<file path="src/common/eds_paging_regs.vh">
// Constants for extended data paging and stack checking
// Summary of operation
// - Write window address uses write page bits
// - Read window address uses read page bits
// - Window reads add one stall cycle
// - Window writes complete in one cycle
// - Page registers never change on wrap
// - Read-modify-write uses read page register
// - Low addresses map directly, pages ignored
// - Page zero in window raises address trap
// - Each nonzero page selects own 32K region
// - Small-RAM parts route window to external port
// - Near data reachable by direct addressing
// - Stack grows upward, push post-increments
// - Call push zero-extends upper byte
// - Exception push puts status low byte upper
// - Stack limit bit 0 forced zero
// - Push past limit raises stack trap
// - Stack address below 0800h raises trap
`ifndef EDS_PAGING_REGS_VH
`define EDS_PAGING_REGS_VH
`define EA_WINDOW_BIT 15
`define PAGE_LOW_BITS 9
`define PAGE_PSV_BIT 9
`define STACK_FLOOR 16'h0800
`define NEAR_TOP 16'h1FFF
`define EXT_PORT_BASE 24'h008000
`define READ_EXTRA_CYCLES 1
`define REG_RPAGE 2'h0
`define REG_WPAGE 2'h1
`define REG_STACK_LIMIT 2'h2
`define REG_STATUS 2'h3
`define RPAGE_RESET 10'h001
`define WPAGE_RESET 9'h001
`endif

</file>
<file path="src/verilog/eds_addr_map.v">
// Effective-address to extended-address mapping
`include "eds_paging_regs.vh"
module eds_addr_map (
  // Access
  input wire [15:0] i_ea,
  input wire [8:0] i_page,
  input wire i_small_ram,
  // Result
  output wire [23:0] o_ext_addr,
  output wire o_page_zero,
  output wire o_ext_port
);
  wire in_window;
  assign in_window = i_ea[`EA_WINDOW_BIT];
  // Window concatenation or direct low mapping
  assign o_ext_addr = in_window ? {i_page, i_ea[14:0]}
                                : {8'h00, i_ea};
  assign o_page_zero = in_window && (i_page == 9'h000);
  assign o_ext_port = i_small_ram && in_window &&
                      (o_ext_addr >= `EXT_PORT_BASE);
endmodule // eds_addr_map

</file>
<file path="src/verilog/stack_check.v">
// Stack limit and underflow checking
`include "eds_paging_regs.vh"
module stack_check (
  // Access
  input wire i_sp_use,
  input wire i_push,
  input wire [15:0] i_ea,
  input wire [15:0] i_limit,
  // Result
  output wire o_stack_err
);
  wire over;
  wire under;
  // Equal to limit is still allowed; only beyond traps
  assign over = i_push && (i_ea > i_limit);
  assign under = i_ea < `STACK_FLOOR;
  assign o_stack_err = i_sp_use && (over || under);
endmodule // stack_check

</file>
<file path="src/verilog/eds_paging_stack_check.v">
// Extended data paging, stack pointer and trap logic
//
// The address map and the plain strobed port were decided locally.
`include "eds_paging_regs.vh"
module eds_paging_stack_check (
  // Clock and reset
  input wire i_clk_sys,
  input wire i_rst_n,
  // Register port
  input wire [1:0] i_reg_addr,
  input wire [15:0] i_reg_wdata,
  input wire i_reg_wr,
  input wire i_reg_rd,
  output reg [15:0] o_reg_rdata,
  // Core data access
  input wire i_acc_rd,
  input wire i_acc_wr,
  input wire i_acc_rmw,
  input wire [15:0] i_acc_ea,
  input wire [15:0] i_acc_wdata,
  // Stack operations
  input wire i_push,
  input wire i_pop,
  input wire i_push_call,
  input wire i_push_exc,
  input wire [22:0] i_pc,
  input wire [7:0] i_status_low_byte,
  input wire [15:0] i_sp_load,
  input wire i_sp_load_en,
  // Part option
  input wire i_small_ram,
  // Memory side
  output reg [23:0] o_mem_addr,
  output reg [15:0] o_mem_wdata,
  output reg o_mem_rd,
  output reg o_mem_wr,
  output reg o_mem_ext_port,
  // Core status
  output reg o_stall,
  output reg o_addr_err_trap,
  output reg o_stack_err_trap,
  output reg [15:0] o_stack_pointer_reg
);
  reg rst_s1_q;
  reg rst_q;
  reg [9:0] read_page_select_q;
  reg [8:0] write_page_select_q;
  reg [15:0] stack_limit_reg_q;
  reg [15:0] sp_q;
  reg [15:0] sp_d;
  reg push_hi_q;
  reg [15:0] hi_word_q;
  reg rd_wait_q;
  reg [15:0] ea;
  reg [8:0] page;
  reg use_read_page;
  reg is_write;
  reg is_read;
  reg [15:0] wdata;
  wire [23:0] map_addr;
  wire map_page_zero;
  wire map_ext_port;
  wire stack_err;
  wire addr_err;
  wire [15:0] pc_hi_word;

  // Reset release through two flops
  always @(posedge i_clk_sys or negedge i_rst_n)
  begin
    if (!i_rst_n)
    begin
      rst_s1_q <= 1'b0;
      rst_q <= 1'b0;
    end
    else
    begin
      rst_s1_q <= 1'b1;
      rst_q <= rst_s1_q;
    end
  end

  // Upper pushed word of the program counter
  assign pc_hi_word = i_push_exc ? {i_status_low_byte, 1'b0, i_pc[22:16]}
                                 : {8'h00, 1'b0, i_pc[22:16]};

  // Select access address, page and data
  always @*
  begin
    ea = i_acc_ea;
    wdata = i_acc_wdata;
    is_write = i_acc_wr;
    is_read = i_acc_rd;
    use_read_page = i_acc_rd || i_acc_rmw;
    if (i_push || push_hi_q)
    begin
      ea = sp_q;
      is_write = 1'b1;
      is_read = 1'b0;
      use_read_page = 1'b0;
      if (push_hi_q)
        wdata = hi_word_q;
      else if (i_push_call || i_push_exc)
        wdata = i_pc[15:0];
      else
        wdata = i_acc_wdata;
    end
    else if (i_pop)
    begin
      ea = sp_q - 16'h0002;
      is_write = 1'b0;
      is_read = 1'b1;
      use_read_page = 1'b1;
    end
    page = use_read_page ? read_page_select_q[8:0] : write_page_select_q;
  end

  eds_addr_map u_map (
    .i_ea(ea),
    .i_page(page),
    .i_small_ram(i_small_ram),
    .o_ext_addr(map_addr),
    .o_page_zero(map_page_zero),
    .o_ext_port(map_ext_port)
  );

  stack_check u_stack (
    .i_sp_use(i_push || push_hi_q || i_pop),
    .i_push(i_push || push_hi_q),
    .i_ea(ea),
    .i_limit({stack_limit_reg_q[15:1], 1'b0}),
    .o_stack_err(stack_err)
  );

  // Page zero trap only for accesses that really touch memory
  assign addr_err = map_page_zero && (is_read || is_write || i_acc_rmw);

  // Next stack pointer
  always @*
  begin
    sp_d = sp_q;
    if (i_sp_load_en)
      sp_d = {i_sp_load[15:1], 1'b0};
    else if ((i_push || push_hi_q) && !stack_err)
      sp_d = sp_q + 16'h0002;
    else if (i_pop && !stack_err)
      sp_d = sp_q - 16'h0002;
  end

  // Registers, stack pointer and memory drive
  always @(posedge i_clk_sys or negedge rst_q)
  begin
    if (!rst_q)
    begin
      read_page_select_q <= `RPAGE_RESET;
      write_page_select_q <= `WPAGE_RESET;
      stack_limit_reg_q <= 16'h0000;
      sp_q <= `STACK_FLOOR;
      push_hi_q <= 1'b0;
      hi_word_q <= 16'h0000;
      rd_wait_q <= 1'b0;
      o_reg_rdata <= 16'h0000;
      o_mem_addr <= 24'h000000;
      o_mem_wdata <= 16'h0000;
      o_mem_rd <= 1'b0;
      o_mem_wr <= 1'b0;
      o_mem_ext_port <= 1'b0;
      o_stall <= 1'b0;
      o_addr_err_trap <= 1'b0;
      o_stack_err_trap <= 1'b0;
      o_stack_pointer_reg <= `STACK_FLOOR;
    end
    else
    begin
      // Page registers change only on software writes
      if (i_reg_wr && i_reg_addr == `REG_RPAGE)
        read_page_select_q <= i_reg_wdata[9:0];
      if (i_reg_wr && i_reg_addr == `REG_WPAGE)
        write_page_select_q <= i_reg_wdata[8:0];
      if (i_reg_wr && i_reg_addr == `REG_STACK_LIMIT)
        stack_limit_reg_q <= {i_reg_wdata[15:1], 1'b0};
      // Register read data, one cycle later
      if (i_reg_rd)
      begin
        case (i_reg_addr)
          `REG_RPAGE: o_reg_rdata <= {6'h00, read_page_select_q};
          `REG_WPAGE: o_reg_rdata <= {7'h00, write_page_select_q};
          `REG_STACK_LIMIT:
            o_reg_rdata <= {stack_limit_reg_q[15:1], 1'b0};
          default: o_reg_rdata <= sp_q;
        endcase
      end
      else
        o_reg_rdata <= 16'h0000;
      // Second word of a program counter push
      push_hi_q <= (i_push_call || i_push_exc) && i_push && !stack_err;
      if (i_push_call || i_push_exc)
        hi_word_q <= pc_hi_word;
      sp_q <= sp_d;
      o_stack_pointer_reg <= sp_d;
      // Trap requests; offending access suppressed
      o_addr_err_trap <= addr_err;
      o_stack_err_trap <= stack_err;
      o_mem_addr <= map_addr;
      o_mem_wdata <= wdata;
      o_mem_ext_port <= map_ext_port;
      o_mem_wr <= is_write && !addr_err && !stack_err;
      o_mem_rd <= (is_read || i_acc_rmw) && !addr_err && !stack_err;
      // One stall cycle on each window read
      rd_wait_q <= (is_read || i_acc_rmw) && ea[`EA_WINDOW_BIT] &&
                   !addr_err && !stack_err && !rd_wait_q;
      o_stall <= (is_read || i_acc_rmw) && ea[`EA_WINDOW_BIT] &&
                 !addr_err && !stack_err && !rd_wait_q;
    end
  end
endmodule // eds_paging_stack_check

</file>
<file path="config.mk">
export PLATFORM = sky130hd
export DESIGN_NAME = eds_paging_stack_check
export DESIGN_NICKNAME = d
export VERILOG_FILES = /design/src/verilog/eds_addr_map.v /design/src/verilog/stack_check.v /design/src/verilog/eds_paging_stack_check.v
export VERILOG_INCLUDE_DIRS = /design/src /design/src/common
export SDC_FILE = /design/constraint.sdc
export NUM_CORES = 1
export LEC_CHECK = 0
export BUFFER_PORTS_ARGS = -buffer_cell sky130_fd_sc_hd__buf_2
export CORE_MARGIN = 3
export CORE_UTILIZATION = 49
export CTS_BUF_LIST = sky130_fd_sc_hd__clkbuf_4
export CTS_CLUSTER_DIAMETER = 200
export DETAILED_ROUTE_END_ITERATION = 6
export HOLD_SLACK_MARGIN = 0.15
export PLACE_DENSITY = 0.79
export SETUP_SLACK_MARGIN = 0.02
export SLEW_MARGIN = 25
export SYNTH_ARGS = -nofsm -noshare
export SYNTH_HDL_FRONTEND = slang
export SYNTH_HIERARCHICAL = 1
export SYNTH_SLANG_ARGS = --single-unit
</file>
<file path="constraint.sdc">
create_clock -name i_clk_sys -period 3.5 [get_ports i_clk_sys]
set_input_delay 0.35 -clock i_clk_sys [delete_from_list [all_inputs] [get_ports i_clk_sys]]
set_output_delay 0.35 -clock i_clk_sys [all_outputs]
set_load 0.05 [all_outputs]
</file>
==> results of run 1 <==
per-layer routing:
metal / part of all wire / wire [um]
met3: 0.063 / 1410
met4: 0.035 / 781
met2: 0.52 / 11600
met1: 0.38 / 8510
met5: 0 / 0
Yosys cell counts (all sizes together), types with 6 or more instances:
cell,count,area [um2]
nor2,31,124
mux2,55,619
o21ai,38,190
inv,24,90.1
nor4,6,50.0
and2,20,126
mux4,8,180
nor3,11,55.1
o22ai,10,62.6
dfrtp,126,3150
nand3,13,65.1
a22o,8,70.1
ha,18,225
buf,24,163
nand2,47,176
a21oi,36,180
mux2i,30,300
nand4,11,68.8
or4,6,60.1
clkbuf,32,120
sequential cells by signal, indices dropped and copies added, names as in the netlist:
name and cells:
rst_s1_q 1, hi_word_q 15, o_mem_addr 24, sp_q 15
o_mem_wr 1, rd_wait_q 1, stack_limit_reg_q 15, push_hi_q 1
o_reg_rdata 16, o_mem_wdata 16, o_mem_rd 1, o_addr_err_trap 1
o_stack_err_trap 1, read_page_select_q 10, rst_q 1, o_mem_ext_port 1
write_page_select_q 9
critical path, cell delays in order, from the launching register on:
cell and delay [ns]:
dfrtp_2 0.41, or4_4 0.55, or4_4 0.51, mux2i_2 0.22, a21oi_2 0.09, ha_1 0.29
nand4_1 0.22, o41a_1 0.40, o21ai_2 0.13, a31oi_2 0.06, o21ba_4 0.25, buf_6 0.11
clkbuf_16 0.15, nand2_4 0.05, a21oi_4 0.16, xor2_1 0.11, mux2_4 0.28
metrics by stage:
step / hold WS [ns] / util / cells
5_1_grt: 0.198 / 0.745 / 1142
2_1_floorplan: 0.0544 / - / 624
3_3_place_gp: 0.135 / 0.622 / 1010
6_report: 0.207 / 0.745 / 1142
4_1_cts: 0.152 / 0.723 / 1134
3_5_place_dp: 0.139 / 0.622 / 1010
worst max-delay path by stage:
stage | startpoint | to | slack [ns] | cells after the start
2_1_floorplan | sp_q[9]$_DFFE_PN0N_ | sp_q[8]$_DFFE_PN0N_ | -0.61 | 15
3_3_place_gp | sp_q[4]$_DFFE_PN0N_ | sp_q[14]$_DFFE_PN0N_ | -0.43 | 16
3_5_place_dp | sp_q[1]$_DFFE_PN0N_ | sp_q[7]$_DFFE_PN0N_ | -0.59 | 18
4_1_cts | sp_q[3]$_DFFE_PN0N_ | sp_q[8]$_DFFE_PN0N_ | -0.53 | 14
5_1_grt | sp_q[3]$_DFFE_PN0N_ | sp_q[4]$_DFFE_PN0N_ | -0.73 | 16
6_report | sp_q[3]$_DFFE_PN0N_ | sp_q[3]$_DFFE_PN0N_ | -0.62 | 16
logic make-up after synthesis:
family | share of synthesized area
compound gates | 0.110
xor+xnor | 0.0131
fa+ha+maj | 0.0337
buf+inv | 0.0564
flops | 0.484
mux | 0.165
other cells | 0.00113
simple gates | 0.137
power by group through the flow:
stage | Clock [uW] | Sequential (uW) | Combinational (uW)
2_1_floorplan | 0 | 2830 | 1100
3_3_place_gp | 0 | 2000 | 2800
3_5_place_dp | 0 | 2010 | 2860
4_1_cts | 955 | 1980 | 3150
5_1_grt | 1020 | 2030 | 3640
6_report | 950 | 1990 | 3470
area by class of cell:
type                            instances  area (um2)
Tap cell                              176         220
Fill cell                             890        3390
Sequential cell                       129        3250
Multi-Input combinational cell        414        3470
Inverter                               25        93.8
Timing Repair Buffer                  366        2620
Clock buffer                           22         165
Clock inverter                         10        88.8
repair_timing:
action | in CTS | in global routing
setup endpoints to repair | 19 | 20
hold endpoints to repair | 95 | 0
pin swaps | 15 | 22
hold buffers | 85 | 0
cloned | 0 | 1
gates resized for setup | 45 | 42
buffers inserted | 7 | 9
==> flow_summary.json, run 1 <==
{
  "ys_warn_count": 6,
  "ys_seq_area_frac": 0.484,
  "p_total_uw": 6410,
  "worst_pin_slew_ns": 0.861,
  "fin_crit_sh": 1.18,
  "final.setup_skew_ns": 0.0183,
  "synth_flop_cell": "dfrtp_1",
  "r2r-end": "sp_q[3]$_DFFE_PN0N_",
  "syn2layout_area_growth_pct": 48.4,
  "final.setup.tns_ns": -8.59,
  "syn_inst": 623,
  "dr.first_iter.drc_count": 493,
  "timing_hold_violations_final": 0,
  "cts_buffer_depth": 2,
  "outcome": "finished with violations",
  "grt_max_degree": 68,
  "ys_types": 63,
  "hp-start": "i_acc_ea[4]",
  "clk_pin_slew_ns": 0.11,
  "final_area_um2": 9900,
  "synth-edff-count": 0,
  "die_height_um": 123,
  "power_per_cell_area_nw_per_um2": 647,
  "portBuffers": 185,
  "end_kind": "register",
  "cts.htree.levels": 4,
  "power_switching_uw": 2850,
  "grt_pass1_vias": 6569,
  "reg2reg_slack_ns": -0.62,
  "clock-sinks": 129,
  "p_int_uw": 3560,
  "slew_headroom": 0.426,
  "drc": 0,
  "track_usage": 0.287,
  "hold_path_end": "o_mem_addr[4]$_DFF_PN0_",
  "rsz0062_at_grt": "true",
  "cts_tree": "done",
  "grt_pass1_wl_um": 33400,
  "ios": 188,
  "met2_usage": 0.505,
  "critPathMaxFanout": 5,
  "ir_worst_vdd_mv": 0.276,
  "die_area_um2": 15100,
  "drive_gt1_frac": 0.466,
  "start_util": 0.502,
  "postRouteWirelength_um": 22300,
  "grt_overflow": 0,
  "placed_area_um2": 8270,
  "whs_path_depth": 3,
  "fp.dieW_um": 123,
  "ant_nets": 0,
  "finalWorstPathRequiredPeriod_ns": 4.12,
  "cts_buffers": 17,
  "post-place-ws_ns": -0.592,
  "finalMaxSlewViolations": 0,
  "cp-start-kind": "register",
  "clkPwrFrac": 0.148,
  "met3_usage": 0.0558,
  "worstRegToRegCells": 16,
  "combinationalPowerShare": 0.541,
  "row_count": 42,
  "globalplace.congestion": 0.879,
  "avgSynthCellArea_um2": 10.7,
  "clock_latency_ns": 0.56,
  "ys_ff_latch": 129,
  "final_common_cell": "buf_2",
  "nets": 1081,
  "async_flop_share": 1.00,
  "vias": 6365,
  "core_um2": 13300,
  "arrival_ns": 4.55,
  "p_leak_uw": 0.00467,
  "netlist_area_um2": 6680,
  "antenna_found_initial": 0,
  "wl_per_cell_um": 19.5,
  "finalSetupViolCount": 19,
  "crit_type": "reg2reg",
  "gr-usage-met1": 0.346,
  "grt_busiest_layer": "met2",
  "worst_slack_ns": -0.615,
  "layout_common_cells": "185 x buf_2, 116 x dfrtp_1, 85 x dlygate4sd3_1, 73 x buf_4, 53 x mux2_2",
  "timing.rr.start": "sp_q[3]$_DFFE_PN0N_",
  "violations": "negative setup slack",
  "maxCapViolCount": 0,
  "viasPerCell": 5.57,
  "p_sw_frac": 0.444,
  "p_seq_frac": 0.311,
  "drt-pass1-iter-count": 5,
  "required_ns": 3.93,
  "insertedDiodeCount": 0,
  "worstHoldPathType": "in2reg",
  "dp_hpwl_um": 14400,
  "clock.fmax_ghz": 0.243,
  "ctsRootBufferMaster": "clkbuf_4"
}
Power figures use the tool's default switching activity.
==> inputs of run 2 (changes only) <==
RECOVER_POWER = 50   (was not set)
SYNTH_HIERARCHICAL = not set   (was 1)
==> run 2 against run 1 <==
Effect of this change:
- utilization decreased by 1.5 points
- register-to-register slack about the same
- setup slack improved by 0.0015 ns
- critical path depth increased by 1
- via count about the same
- sequential cell count unchanged
- clock power increased by 5%
- power decreased by 23%
- critical endpoint is now sp_q[6]$_DFFE_PN0P_
- the flow finishes with violations (design-rule violations, max-capacitance violations, max-slew violations, negative setup slack)
- wire length decreased by 3.5%
- highest routed layer unchanged
- first-iteration DRC count decreased by 13%
==> flow_summary.json, run 2 <==
{
  "wl_per_cell_um": 18.6,
  "portBuffers": 185,
  "synth_nets": 749,
  "dp_hpwl_um": 14200,
  "postRouteWirelength_um": 21500,
  "violations": "design-rule violations, max-capacitance violations, max-slew violations, negative setup slack",
  "fin_crit_sh": 1.18,
  "globalplace.congestion": 0.974,
  "slew_headroom": -0.633,
  "post-place-ws_ns": -0.445,
  "drt-pass1-iter-count": 7,
  "drive_gt1_frac": 0.422,
  "die_area_um2": 15100,
  "clock_latency_ns": 0.56,
  "rsz0062_at_grt": "true",
  "end_kind": "register",
  "viasPerCell": 5.50,
  "ys_warn_count": 0,
  "cts_buffer_depth": 2,
  "clock.fmax_ghz": 0.243,
  "cts.htree.levels": 4,
  "ys_types": 70,
  "crit_top_cell": "or3_4",
  "power_per_cell_area_nw_per_um2": 508,
  "reg_top3": "o_mem_addr x24, o_mem_wdata x16, o_reg_rdata x16",
  "p_leak_uw": 0.00457,
  "synth-edff-count": 0,
  "cp_num_buf_inv": 2,
  "finalMaxSlewViolations": 64,
  "cpPeakStageDelay_ns": 0.44,
  "start_util": 0.505,
  "fp.dieW_um": 123,
  "finalSetupViolCount": 15,
  "vias": 6360,
  "layout_common_cells": "182 x buf_2, 122 x dfrtp_1, 87 x dlygate4sd3_1, 80 x buf_4, 55 x nor2_1",
  "place_inst": 1020,
  "worstHoldPathType": "in2reg",
  "top_register": "o_mem_addr",
  "grt_pass1_vias": 6570,
  "antenna_found_initial": 2,
  "grt_pass1_wl_um": 33200,
  "critPathMaxFanout": 5,
  "async_flop_share": 1.00,
  "drc": 10,
  "required_ns": 3.98,
  "cts_tree": "done",
  "final_common_cell": "buf_2",
  "netlist_area_um2": 6710,
  "yosysMostFrequentCell": "dfrtp_1",
  "ys_ff_latch": 129,
  "dr.first_iter.drc_count": 430,
  "whs_path_depth": 3,
  "ant_nets": 0,
  "track_usage": 0.287,
  "ctsRootBufferMaster": "clkbuf_4",
  "row_count": 42,
  "final_core_util": 0.730,
  "grt_max_degree": 66,
  "avgSynthCellArea_um2": 10.8,
  "synth.top_cell.area_share": 0.470,
  "grt_overflow": 0,
  "ios": 188,
  "syn2layout_area_growth_pct": 44.7,
  "worstRegToRegCells": 17,
  "cp-start-kind": "register",
  "syn_inst": 622,
  "path_cells": "buf_6 -> or3_4 -> or3_4 -> nor3_4 -> nand3_1 -> o21ai_2 -> a21oi_2 -> ha_2 -> a21oi_2 -> o21ai_2 -> a221oi_2 -> a22oi_2 -> a211oi_4 -> buf_12 -> mux2_4 -> or3_4 -> a31oi_4",
  "clk_pin_slew_ns": 0.12,
  "final.setup_skew_ns": 0.0268,
  "worst_pin_slew_ns": 2.45,
  "ir_worst_vdd_mv": 0.254,
  "synth_top_area_cell": "dfrtp_1",
  "nets": 1092,
  "arrival_ns": 4.59,
  "final.setup.tns_ns": -7.49,
  "synth_flop_cell": "dfrtp_1",
  "ys_seq_area_frac": 0.482,
  "synth_top_cells_by_area": "dfrtp_1 47%, mux2_2 7.7%, mux2i_1 6.4%, o21ai_0 3.7%, ha_1 3.2%",
  "maxCapViolCount": 1,
  "worst_slack_ns": -0.614,
  "outcome": "finished with violations",
  "crit_slowest_cell": "dfrtp_2",
  "cts_buffers": 17,
  "largest_register_ffs": 24,
  "clock-sinks": 129,
  "finalWorstPathRequiredPeriod_ns": 4.11,
  "synth_top_cells_by_count": "126 x dfrtp_1, 56 x nor2_1, 49 x o21ai_0",
  "cp.depth": 17,
  "die_height_um": 123,
  "crit_family": "simple AND/OR/NAND/NOR gates",
  "timing_hold_violations_final": 0,
  "core_um2": 13300,
  "crit_type": "reg2reg",
  "fin_cells": 1156
}
## run 2: routing by layer
layer,vias up,share of wire,track usage,wire length [um]
li1,2932,-,-,-
met1,3067,0.39,0.358,8450
met2,309,0.50,0.488,10800
met3,52,0.075,0.0613,1620
met4,0,0.030,0.115,636
met5,-,0,0,0
## run 2: kinds of logic (layout without fill, tap and decap cells)
kind of cell,after synthesis,in the layout,synth area share
compound gates,118,120,0.108
xor+xnor,2,2,0.00261
fa+ha+maj,17,17,0.0317
buf+inv,64,418,0.0529
flops,129,129,0.482
mux,98,98,0.171
other cells,2,4,0.00112
simple gates,192,192,0.151
## run 2: final timing paths
check,endpoint,startpoint,slack [ns]
max,sp_q[6]$_DFFE_PN0P_,sp_q[1]$_DFFE_PN0P_,-0.61
min,o_mem_wr$_DFF_PN0_,i_acc_wr,0.22
max reg2reg,sp_q[6]$_DFFE_PN0P_,sp_q[1]$_DFFE_PN0P_,-0.61
min reg2reg,rst_q$_DFF_PN0_,rst_s1_q$_DFF_PN0_,0.37
max in group asynchronous,o_mem_addr[17]$_DFF_PN0_,rst_q$_DFF_PN0_,0.40
min in group asynchronous,rst_q$_DFF_PN0_,i_rst_n,0.65
## run 2: repair_timing
action                                 CTS  global route
setup buffers                            6             7
hold buffers                            87             0
setup endpoints to repair               15            19
pin swaps                                6            26
gates cloned                             3             0
resized for setup                       15            33
endpoints found under the hold margin   97             0
## run 2: layout make-up
class                      instances  area (um2)
tap                              176         220
sequential                       129        3240
multi-input combinational        431        3370
inverter                          24        90.1
timing repair buffer             362        2520
clock buffer                      17         128
fill                             911        3580
antenna                            2        5.00
clock inverter                    15         144
## run 2: worst reg2reg max path, cell delays in order (launching register included)
cell	delay (ns)
dfrtp_2	0.44
buf_6	0.12
or3_4	0.36
or3_4	0.41
nor3_4	0.21
nand3_1	0.13
o21ai_2	0.08
a21oi_2	0.08
ha_2	0.18
a21oi_2	0.17
o21ai_2	0.09
a221oi_2	0.33
a22oi_2	0.12
a211oi_4	0.33
buf_12	0.17
mux2_4	0.30
or3_4	0.34
a31oi_4	0.17
## run 2: power breakdown
group	switching [uW]	internal [uW]	leakage, uW
Clock	584	417	0.000142
Combinational	1240	805	0.00288
Sequential	163	1720	0.00155
Total	1990	2940	0.00457
## run 2: through the flow
step,power (uW),hold WS [ns],area [um2]
after floorplan,3100,0.0544,6760
after global placement,3630,0.136,8280
after detailed placement,3680,0.139,8280
after CTS,4850,0.167,9580
after global routing,5160,0.187,9710
final,4930,0.221,9710
